## src/rtl/habs_pkg.sv

```systemverilog
/*
 * Shared constants of the host access bridge: register slots of the processor
 * side, field positions (big-endian numbering mapped onto logic bit 31-n),
 * address codes and reset values. Assumes nothing of its surroundings.
 */
package habs_pkg;

    // ************************************************************
    // Direct register slots on the processor bus
    // ************************************************************
    localparam logic [1:0]  HABS_SLOT_HIGH_DATA = 2'h0;
    localparam logic [1:0]  HABS_SLOT_LOW_DATA  = 2'h1;
    localparam logic [1:0]  HABS_SLOT_COMMAND   = 2'h2;
    localparam logic [1:0]  HABS_SLOT_READY     = 2'h3;

    // ************************************************************
    // Field positions, little-endian bit index = 31 - printed bit
    // ************************************************************
    localparam int          HABS_CMD_WE_BIT     = 15;
    localparam int          HABS_CMD_CODE_LSB   = 0;
    localparam int          HABS_CMD_CODE_W     = 10;
    localparam int          HABS_RDY_ALL_BIT    = 16;
    localparam int          HABS_TYPE_LSB       = 0;
    localparam int          HABS_NUM_TYPES      = 7;
    localparam int          HABS_MGMT_DATA_W    = 16;

    // Type index inside the seven-bit group, LSB first
    localparam int          HABS_T_USER_RD      = 0;
    localparam int          HABS_T_MGMT_RD      = 1;
    localparam int          HABS_T_MGMT_WR      = 2;
    localparam int          HABS_T_FILT_RD      = 3;
    localparam int          HABS_T_FILT_WR      = 4;
    localparam int          HABS_T_CFG_RD       = 5;
    localparam int          HABS_T_CFG_WR       = 6;

    // ************************************************************
    // Address codes
    // ************************************************************
    localparam logic [9:0]  HABS_AC_USER_LO_END = 10'h02f;
    localparam logic [9:0]  HABS_AC_USER_HI_BEG = 10'h040;
    localparam logic [9:0]  HABS_AC_USER_HI_END = 10'h04f;
    localparam logic [9:0]  HABS_AC_MAC_BEG     = 10'h200;
    localparam logic [9:0]  HABS_AC_FILT_BEG    = 10'h380;
    localparam logic [9:0]  HABS_AC_MAC_END     = 10'h390;
    localparam logic [9:0]  HABS_AC_IRQ_STATUS  = 10'h3a0;
    localparam logic [9:0]  HABS_AC_IRQ_ENABLE  = 10'h3a4;
    localparam logic [9:0]  HABS_AC_MGMT_WDATA  = 10'h3b0;
    localparam logic [9:0]  HABS_AC_MGMT_ACCESS = 10'h3b4;

    // ************************************************************
    // Reset values
    // ************************************************************
    localparam logic [31:0] HABS_CMD_RST        = 32'h0000_0000;
    localparam logic [6:0]  HABS_READY_RST      = 7'h7f;
    localparam logic [6:0]  HABS_IRQ_RST        = 7'h00;
    localparam logic [15:0] HABS_MGMT_WDATA_RST = 16'h0000;

endpackage

```

## src/rtl/habs_cmd_decode.sv

```systemverilog
/*
 * Address code decoder: turns a command word into the access type strobe
 * vector and local-register selects. Pure combinational, same clock domain.
 */
`timescale 1ns/1ps
module habs_cmd_decode
    import habs_pkg::*;
(
    input  wire logic [31:0] cmd,
    output logic [6:0]       type_onehot,
    output logic             sel_irq_status,
    output logic             sel_irq_enable,
    output logic             sel_mgmt_wdata,
    output logic             is_write
);
    logic [9:0] code;

    always_comb begin
        code           = cmd[HABS_CMD_CODE_LSB +: HABS_CMD_CODE_W];
        is_write       = cmd[HABS_CMD_WE_BIT];
        type_onehot    = 7'h00;
        sel_irq_status = (code == HABS_AC_IRQ_STATUS);
        sel_irq_enable = (code == HABS_AC_IRQ_ENABLE);
        sel_mgmt_wdata = (code == HABS_AC_MGMT_WDATA);
        if (code <= HABS_AC_USER_LO_END ||
            (code >= HABS_AC_USER_HI_BEG && code <= HABS_AC_USER_HI_END)) begin
            // User logic is read only; a write request there does nothing
            type_onehot[HABS_T_USER_RD] = !is_write;
        end else if (code >= HABS_AC_FILT_BEG && code <= HABS_AC_MAC_END) begin
            type_onehot[is_write ? HABS_T_FILT_WR : HABS_T_FILT_RD] = 1'b1;
        end else if (code >= HABS_AC_MAC_BEG && code < HABS_AC_FILT_BEG) begin
            type_onehot[is_write ? HABS_T_CFG_WR : HABS_T_CFG_RD] = 1'b1;
        end else if (code == HABS_AC_MGMT_ACCESS) begin
            type_onehot[is_write ? HABS_T_MGMT_WR : HABS_T_MGMT_RD] = 1'b1;
        end
    end
endmodule

```

## src/rtl/habs_pin_sync.sv

```systemverilog
/*
 * Two flip-flop synchroniser for a group of level inputs from pins.
 * Assumes each bit is a level that stays long enough to be seen.
 */
`timescale 1ns/1ps
module habs_pin_sync #(
    parameter int WIDTH = 1
) (
    input  wire logic             mclk,
    input  wire logic             reset,
    input  wire logic [WIDTH-1:0] async_in,
    output logic [WIDTH-1:0]      sync_out
);
    typedef struct packed {
        logic [WIDTH-1:0] meta;
        logic [WIDTH-1:0] stable;
    } habs_sync_t;

    habs_sync_t st_r;
    habs_sync_t st_nxt;

    // A zero-width group would leave nothing to synchronise
    if (WIDTH < 1) begin : g_width_check
        $error("habs_pin_sync needs WIDTH of at least 1");
    end

    always_comb begin
        st_nxt.meta   = async_in;
        st_nxt.stable = st_r.meta;
    end

    always_ff @(posedge mclk or posedge reset) begin
        if (reset) begin
            st_r <= '0;
        end else begin
            st_r <= st_nxt;
        end
    end

    assign sync_out = st_r.stable;
endmodule

```

## src/rtl/habs_bridge.sv

```systemverilog
/*
 * Processor-side host access bridge: command register, per-type ready flags,
 * completion interrupt status/enable, management write data and the request
 * handshake toward the MAC host interface. Assumes the processor bus is a
 * simple same-clock select/write/read port and the MAC side answers each
 * request with a one-cycle done pulse on mclk.
 */
`timescale 1ns/1ps

module habs_bridge
    import habs_pkg::*;
(
    input  wire logic        mclk,
    input  wire logic        reset,
    // Processor register port
    input  wire logic        bus_sel,
    input  wire logic        bus_write,
    input  wire logic [1:0]  bus_slot,
    input  wire logic [31:0] bus_wdata,
    output logic [31:0]      bus_rdata,
    // MAC host interface
    output logic             host_req,
    output logic             host_write,
    output logic [9:0]       host_addr_code,
    output logic [31:0]      host_wdata,
    input  wire logic        host_done,
    input  wire logic [31:0] host_rdata_low,
    input  wire logic [31:0] host_rdata_high,
    // Bus-based access in use (pin strap)
    input  wire logic        bus_access_mode,
    // Completion interrupt
    output logic             host_access_done_irq
);

    // ************************************************************
    // State
    // ************************************************************
    typedef enum logic [1:0] {
        HABS_IDLE,
        HABS_WAIT
    } habs_state_t;

    typedef struct packed {
        habs_state_t state;
        logic [31:0] command;
        logic [31:0] low_data_word;
        logic [31:0] high_data_word;
        logic [6:0]  ready;
        logic [6:0]  irq_status;
        logic [6:0]  irq_enable;
        logic [15:0] mgmt_wdata;
        logic [6:0]  active_type;
        logic        req;
        logic [31:0] rdata;
    } habs_regs_t;

    habs_regs_t st_r;
    habs_regs_t st_nxt;

    logic [6:0]  dec_type;
    logic        dec_irq_status;
    logic        dec_irq_enable;
    logic        dec_mgmt_wdata;
    logic        dec_write;
    logic        mode_sync;
    logic [31:0] cmd_word;

    function automatic logic [31:0] habs_place7(input logic [6:0] v);
        // Seven type bits land on printed bits 25..31
        habs_place7 = {25'h0000000, v};
    endfunction

    assign cmd_word = bus_wdata & 32'h0000_83ff;

    habs_cmd_decode u_dec (
        .cmd            (cmd_word),
        .type_onehot    (dec_type),
        .sel_irq_status (dec_irq_status),
        .sel_irq_enable (dec_irq_enable),
        .sel_mgmt_wdata (dec_mgmt_wdata),
        .is_write       (dec_write)
    );

    // Strap comes from a pin, so it is synchronised before use
    habs_pin_sync #(.WIDTH(1)) u_mode_sync (
        .mclk     (mclk),
        .reset    (reset),
        .async_in (bus_access_mode),
        .sync_out (mode_sync)
    );

    // ************************************************************
    // Next state
    // ************************************************************
    always_comb begin
        logic cmd_wr;
        logic busy;
        cmd_wr = 1'b0;
        busy   = 1'b0;
        st_nxt = st_r;
        st_nxt.req = 1'b0;
        cmd_wr = bus_sel && bus_write && (bus_slot == HABS_SLOT_COMMAND);
        busy   = (st_r.state != HABS_IDLE);

        // Data registers; a read result overwrites them
        if (bus_sel && bus_write && bus_slot == HABS_SLOT_LOW_DATA) begin
            st_nxt.low_data_word = bus_wdata;
        end
        if (bus_sel && bus_write && bus_slot == HABS_SLOT_HIGH_DATA) begin
            st_nxt.high_data_word = bus_wdata;
        end

        // Completion: ready flag back up, enabled status set
        if (busy && host_done) begin
            st_nxt.state = HABS_IDLE;
            st_nxt.ready = st_r.ready | st_r.active_type;
            st_nxt.irq_status = st_r.irq_status | (st_r.active_type & st_r.irq_enable);
            if (!st_r.command[HABS_CMD_WE_BIT]) begin
                st_nxt.low_data_word  = host_rdata_low;
                st_nxt.high_data_word = host_rdata_high;
            end
        end

        // New command only while idle; otherwise dropped silently
        if (cmd_wr && !busy) begin
            st_nxt.command = cmd_word;
            if (dec_irq_status) begin
                if (dec_write) begin
                    st_nxt.irq_status = st_r.low_data_word[6:0];
                end else begin
                    st_nxt.low_data_word = habs_place7(st_r.irq_status);
                end
            end else if (dec_irq_enable) begin
                if (dec_write) begin
                    st_nxt.irq_enable = st_r.low_data_word[6:0];
                end else begin
                    st_nxt.low_data_word = habs_place7(st_r.irq_enable);
                end
            end else if (dec_mgmt_wdata) begin
                if (dec_write) begin
                    st_nxt.mgmt_wdata = st_r.low_data_word[HABS_MGMT_DATA_W-1:0];
                end else begin
                    st_nxt.low_data_word = {16'h0000, st_r.mgmt_wdata};
                end
            end else if (dec_type != 7'h00) begin
                st_nxt.state       = HABS_WAIT;
                st_nxt.active_type = dec_type;
                st_nxt.ready       = st_r.ready & ~dec_type;
                st_nxt.req         = 1'b1;
            end
        end

        // Ready register is never written by the bus
        // Read data follows the slot on every edge; a read sees it one cycle on
        case (bus_slot)
            HABS_SLOT_HIGH_DATA: st_nxt.rdata = st_r.high_data_word;
            HABS_SLOT_LOW_DATA:  st_nxt.rdata = st_r.low_data_word;
            HABS_SLOT_COMMAND:   st_nxt.rdata = st_r.command;
            HABS_SLOT_READY: begin
                st_nxt.rdata = habs_place7(st_r.ready);
                st_nxt.rdata[HABS_RDY_ALL_BIT] = &st_r.ready;
            end
            default:             st_nxt.rdata = 32'h0000_0000;
        endcase
    end

    // ************************************************************
    // Registers
    // ************************************************************
    always_ff @(posedge mclk or posedge reset) begin
        if (reset) begin
            st_r.state          <= HABS_IDLE;
            st_r.command        <= HABS_CMD_RST;
            st_r.low_data_word  <= 32'h0000_0000;
            st_r.high_data_word <= 32'h0000_0000;
            st_r.ready          <= HABS_READY_RST;
            st_r.irq_status     <= HABS_IRQ_RST;
            st_r.irq_enable     <= HABS_IRQ_RST;
            st_r.mgmt_wdata     <= HABS_MGMT_WDATA_RST;
            st_r.active_type    <= 7'h00;
            st_r.req            <= 1'b0;
            st_r.rdata          <= 32'h0000_0000;
        end else begin
            st_r <= st_nxt;
        end
    end

    // ************************************************************
    // Outputs
    // ************************************************************
    // Management write carries the held data, others the low data word
    assign host_req       = st_r.req;
    assign host_write     = st_r.command[HABS_CMD_WE_BIT];
    assign host_addr_code = st_r.command[HABS_CMD_CODE_LSB +: HABS_CMD_CODE_W];
    assign host_wdata     = st_r.active_type[HABS_T_MGMT_WR] ?
                            {16'h0000, st_r.mgmt_wdata} : st_r.low_data_word;
    assign bus_rdata      = st_r.rdata;
    assign host_access_done_irq = mode_sync && (|st_r.irq_status);
endmodule

```

## config.mk

```make
export PLATFORM = sky130hd
export DESIGN_NAME = habs_bridge
export DESIGN_NICKNAME = d
export VERILOG_FILES = /design/src/rtl/habs_pkg.sv /design/src/rtl/habs_cmd_decode.sv /design/src/rtl/habs_pin_sync.sv /design/src/rtl/habs_bridge.sv
export SDC_FILE = /design/constraint.sdc
export NUM_CORES = 1
export LEC_CHECK = 0
export BUFFER_PORTS_ARGS = -buffer_cell sky130_fd_sc_hd__buf_2
export CAP_MARGIN = 10
export CORE_UTILIZATION = 40
export CTS_CLUSTER_SIZE = 16
export DETAILED_ROUTE_END_ITERATION = 6
export PLACE_DENSITY = 0.62
export SETUP_SLACK_MARGIN = 0.1
export SYNTH_ARGS = -nofsm -noshare
export SYNTH_HDL_FRONTEND = slang
export SYNTH_SLANG_ARGS = --single-unit
```

## constraint.sdc

```tcl
create_clock -name mclk -period 6.8 [get_ports mclk]
set_input_delay 1.02 -clock mclk [delete_from_list [all_inputs] [get_ports mclk]]
set_output_delay 1.02 -clock mclk [all_outputs]
set_load 0.02 [all_outputs]
```

==> results of run 1 <==
## registers in the layout (all words and copies together), names as in the netlist
| register | count |
|---|---|
| host_addr_code | 10 |
| host_req | 1 |
| st_r | 110 |
| u_mode_sync.st_nxt | 1 |
| bus_rdata | 32 |
| host_write | 1 |
| u_mode_sync.sync_out | 1 |
## per-layer routing
metal | routed length [microns] | share of wire | GRT usage | up-vias
met5 | 0 | 0 | 0 | -
met3 | 1302 | 0.059 | 0.04232 | 19
met1 | 9816 | 0.45 | 0.3102 | 2997
met2 | 10470 | 0.48 | 0.3394 | 214
li1 | - | - | - | 2825
met4 | 323 | 0.015 | 0.06215 | 0
## power groups by stage
stage                     Sequential (W)  Combinational [W]  Clock, W
after floorplan                  0.00122           0.000468         0
after global placement           0.00126           0.000537         0
after detailed placement         0.00127           0.000549         0
after CTS                        0.00125           0.000552   0.00103
after global routing             0.00128           0.000601   0.00107
final                            0.00126           0.000546   0.00101
## logic make-up after synthesis
family	after synthesis	share of synthesized area
flip-flops	156	0.4896
AO/OA/AOI/OAI	112	0.08674
adder cells (fa/ha/maj)	1	0.001253
buffers and inverters	105	0.07234
multiplexers	159	0.2225
AND/OR/NAND/NOR	209	0.1276
## stage by stage
stage | area [sq um] | utilization
after floorplan | 7991 | -
after global placement | 8771 | 0.4492
after detailed placement | 8771 | 0.4492
after CTS | 9395 | 0.4812
after global routing | 9400 | 0.4814
final | 9400 | 0.4814
## area by class of cell
type                       count  area [sq um]
clock buffer                  19         432.9
clock inverter                13         191.4
fill                        1878         10130
inverter                      10         42.54
multi-input combinational    481          3516
sequential                   156          3913
tap                          265         331.6
timing repair buffer         190         973.4
## Yosys cell counts (12+ instances only)
| cell type | count | share of area |
|---|---|---|
| clkbuf_1 | 34 | 0.016 |
| a211oi_1 | 24 | 0.023 |
| nand3_1 | 12 | 0.0075 |
| nand2_1 | 48 | 0.023 |
| o21ai_0 | 17 | 0.011 |
| mux2_2 | 39 | 0.055 |
| nor2_1 | 79 | 0.037 |
| buf_4 | 44 | 0.041 |
| nor3_1 | 16 | 0.010 |
| nor2b_1 | 19 | 0.015 |
| a21oi_1 | 42 | 0.026 |
| mux2i_1 | 103 | 0.13 |
| dfrtp_1 | 149 | 0.47 |
## path summary, 6_finish.rpt
kind / to / slack (ps)
min: u_mode_sync.sync_out / 360
min reg2reg: u_mode_sync.sync_out / 360
min in group asynchronous: bus_rdata[7] / 790
max reg2reg: st_r[123] / 4040
max: host_wdata[9] / 3460
max in group asynchronous: st_r[41] / 4690
==> impl_metrics.toml, run 1 <==
[synthesis]
yosysSeqAreaShare = 0.4896
ys_seq_elements = 156
ys.flop_type = "dfrtp_1"
synthArstFlopShare = 1.000
syn-num-nets = 846
ys_types = 51
synthCells = 742
syn_area_per_cell_sq_um = 10.77
syn_area_sq_um = 7991
ys_warn_count = 0
synth-edff-count = 0

[worst_setup_path]
crit_arrival_ps = 2320
cp_top_family = "flip-flops"
crit_path_start_kind = "register"
crit_fanout = 22
startpoint = "st_r[35]"
r2r_start = "st_r[174]"
slowest_stage = "dfrtp_1"
crit_required_ps = 5780
cp_slowest_stage_delay_ps = 870
critPathBufInv = 2
endpoint_kind = "output port"
cp.depth = 3
crit_chain = "buf_4 > mux2_2 > buf_2"
crit_type = "reg2out"
reg2reg_depth = 5

[power_and_ir_drop]
p_per_area_nw_per_um2 = 299.4
combinationalPowerShare = 0.194
total_power_w = 0.002814
switching_share = 0.2909
vdd_ir_drop_max_uv = 150.7
clockPowerShare = 0.360
p_leak_nw = 4.697
power_frac_seq = 0.446
p_switching_w = 0.0008186
p_int_w = 0.001995

[timing]
min_period_ps = 3339
slew_headroom = 0.2534
setup_viol = 0
rsz0062_at_grt = "false"
fin_ws_ps = 3461
finalSetupTns_ps = 0
finalCritPeriodShare = 0.4910
maxSlewViolCount = 0
hold_viol = 0
fin_skew_ps = 8.506
max_freq_ghz = 0.2995
tightestPinTransition_ps = 1116
whs_ps = 358.3

[die]
die_area_sq_um = 20550
die_h_microns = 143.3
die_x_microns = 143.3
fp-row-count = 51
start_util = 0.4093
core_area_sq_um = 19530
pin_count = 181

[grt]
overflow = 0
antenna_found_initial = 0
grt_pass1_wl_microns = 33490
grt_pass1_vias = 5809
grt_start_max_net_pins = 98
track_usage = 0.2186

[placement]
placedCellCount = 1101
pre_cts_ws_ps = 3045
routabilityCongestion = 0.8080
place_hpwl_microns = 14740
portBuffers = 180

[hold_path]
whs_path_depth = 0
hold_path_class = "reg2reg"
min-delay-start = "u_mode_sync.st_nxt[0]"

[cts]
numCtsBuffers = 17
tritoncts = "done"
h-tree-depth = 4
clkSlewWorstSetupHoldPaths_ps = 60
cts_repair_resize_count = 0
cts_root_buf = "clkbuf_16"
clkLatencyLatePin_ps = 420
postCtsHoldBufs = 0
post-cts-setup-buffers = 0
clockBufferDepth = 2
clock-sinks = 156

[drt]
detail-route-antenna-nets = 0
via_per_inst = 5.340
drc = 0
drtIter0Drc = 371
wl_microns = 21910
vias = 6055
drt-wirelength-per-cell_microns = 19.32
drt_first_pass_iters = 5

[finish]
final_common_cell = "buf_2"
layout.nets = 960
n_antenna_cell = 0
final_cell_mix = "buf_2 (180), dfrtp_1 (149), mux2i_1 (103)"
drive_gt1_frac = 0.3395
instances_no_fill = 1134
area_growth_pct = 17.63

[job]
max-cap-violations = 0

[run_status]
status = "finished, final reports clean"
(Power assumes the default switching activity.)
==> inputs of run 2 (changes only) <==
--- a/config.mk
+++ b/config.mk
@@ -10,7 +10,7 @@
 export CORE_UTILIZATION = 40
 export CTS_CLUSTER_SIZE = 16
 export DETAILED_ROUTE_END_ITERATION = 6
-export PLACE_DENSITY = 0.62
+export PLACE_DENSITY = 0.64
 export SETUP_SLACK_MARGIN = 0.1
 export SYNTH_ARGS = -nofsm -noshare
 export SYNTH_HDL_FRONTEND = slang
==> constraint.sdc (replaced) <==
create_clock -name mclk -period 2.98 [get_ports mclk]
set_input_delay 0.447 -clock mclk [delete_from_list [all_inputs] [get_ports mclk]]
set_output_delay 0.447 -clock mclk [all_outputs]
set_load 0.02 [all_outputs]
==> impl_metrics.toml, run 2 (synthesized netlist as in run 1, its figures left out) <==
[finish]
final_cell_mix = "buf_2 (180), dfrtp_1 (148), mux2i_1 (103)"
largest_reg_flops = 110
final_common_cell = "buf_2"
instances_no_fill = 1146
drive_gt1_frac = 0.3496
multi_input_area_sq_um = 3516
top_register = "st_r"
n_antenna_cell = 0
final_util = 0.4865
area_growth_pct = 18.87
register_area_sq_um = 3914
layout.nets = 972
nFillCells = 1891
design_area_sq_um = 9499

[timing]
finalCritPeriodShare = 0.7837
hold_viol = 0
finalSetupTns_ps = 0
max_freq_ghz = 0.4282
fin_skew_ps = 8.770
min_period_ps = 2335
setup_viol = 0
slew_headroom = 0.4818
rsz0062_at_grt = "false"
maxSlewViolCount = 0
tightestPinTransition_ps = 777.3

[worst_setup_path]
crit_type = "reg2out"
crit_path_start_kind = "register"
crit_required_ps = 2530
endpoint_kind = "output port"
crit_fanout = 32
crit_arrival_ps = 1890

[grt]
grt_start_max_net_pins = 98
overflow = 0
grt_pass1_vias = 5883
track_usage = 0.2179
antenna_found_initial = 1
grt_pass1_wl_microns = 33570

[drt]
vias = 5960
via_per_inst = 5.201
drt-wirelength-per-cell_microns = 18.86
wl_microns = 21620
drt_first_pass_iters = 4
detail-route-antenna-nets = 0
drtIter0Drc = 332
drc = 0

[placement]
placedCellCount = 1114
post_dp_cell_area_sq_um = 8906
routabilityCongestion = 0.8520
portBuffers = 180
place_hpwl_microns = 14620

[hold_path]
hold_path_class = "in2reg"

[power_and_ir_drop]
combinationalPowerShare = 0.199
p_int_w = 0.004484
power_frac_seq = 0.454
switching_share = 0.2891
clockPowerShare = 0.347
p_switching_w = 0.001824
p_per_area_nw_per_um2 = 664.1
vdd_ir_drop_max_uv = 386.5
p_leak_nw = 4.753
total_power_w = 0.006309

[die]
die_area_sq_um = 20550
pin_count = 181
fp-row-count = 51
die_x_microns = 143.3
die_h_microns = 143.3
core_area_sq_um = 19530
start_util = 0.4093

[cts]
clkLatencyLatePin_ps = 420
postCtsHoldBufs = 0
tritoncts = "done"
post-cts-setup-buffers = 0
clkSlewWorstSetupHoldPaths_ps = 60
cts_root_buf = "clkbuf_16"
h-tree-depth = 4
numCtsBuffers = 17
clockBufferDepth = 2
clock-sinks = 156
cts_repair_resize_count = 0

[job]
max-cap-violations = 0

[run_status]
status = "finished, final reports clean"
[run 2: cell types whose count changed in the layout (fill, tap and decap cells not counted), sizes merged]
cell      before  now
bufinv         4    3
inv           12    9
clkinvlp       3    4
clkinv         4    6
buf          189  202
[run 2: layout make-up]
| type | instances | share of cell area |
|---|---|---|
| inverter | 10 | 0.004347 |
| multi-input combinational | 481 | 0.3701 |
| timing repair buffer | 202 | 0.1162 |
| clock inverter | 12 | 0.01541 |
| tap | 265 | 0.03491 |
| clock buffer | 20 | 0.04702 |
| sequential | 156 | 0.4120 |
[run 2: path summary, 6_finish.rpt]
kind,start,to,slack [ps],cells after the start
max,st_r[35],host_wdata[13],640,2
min,bus_access_mode,u_mode_sync.st_nxt[0],130,1
max reg2reg,st_r[174],st_r[118],810,4
min reg2reg,u_mode_sync.st_nxt[0],u_mode_sync.sync_out,350,0
max in group asynchronous,reset,bus_rdata[30],2160,3
min in group asynchronous,reset,bus_rdata[7],150,3
[run 2: power by group through the flow]
stage               sequential [W]  clock [W]  combinational (W)
detailed placement         0.00289          0            0.00126
floorplan                  0.00278          0            0.00107
finish                     0.00286    0.00219            0.00125
global placement           0.00289          0            0.00124
global route               0.00292    0.00234            0.00138
CTS                        0.00286    0.00224            0.00127
[run 2: critical path, cell delays in order (launching register included)]
cell and delay (ps):
dfrtp_2 870, mux2_2 430, buf_2 160
[run 2: layer usage]
| layer | wire length, microns | vias to the layer above | part of all wire | GRT usage |
|---|---|---|---|---|
| met1 | 9824 | 2901 | 0.45 | 0.3023 |
| met4 | 211 | 2 | 0.0098 | 0.05263 |
| li1 | - | 2845 | - | - |
| met3 | 1145 | 17 | 0.053 | 0.04598 |
| met5 | 13 | - | 0.00060 | 0 |
| met2 | 10420 | 195 | 0.48 | 0.3481 |
[run 2: stage by stage]
stage,hold slack (ps),setup slack (ps)
after detailed placement,338.7,344.4
after global routing,127.4,600.4
after CTS,115.6,636.1
after floorplan,331.2,565.8
final,134.2,644.7
after global placement,332.9,392.6
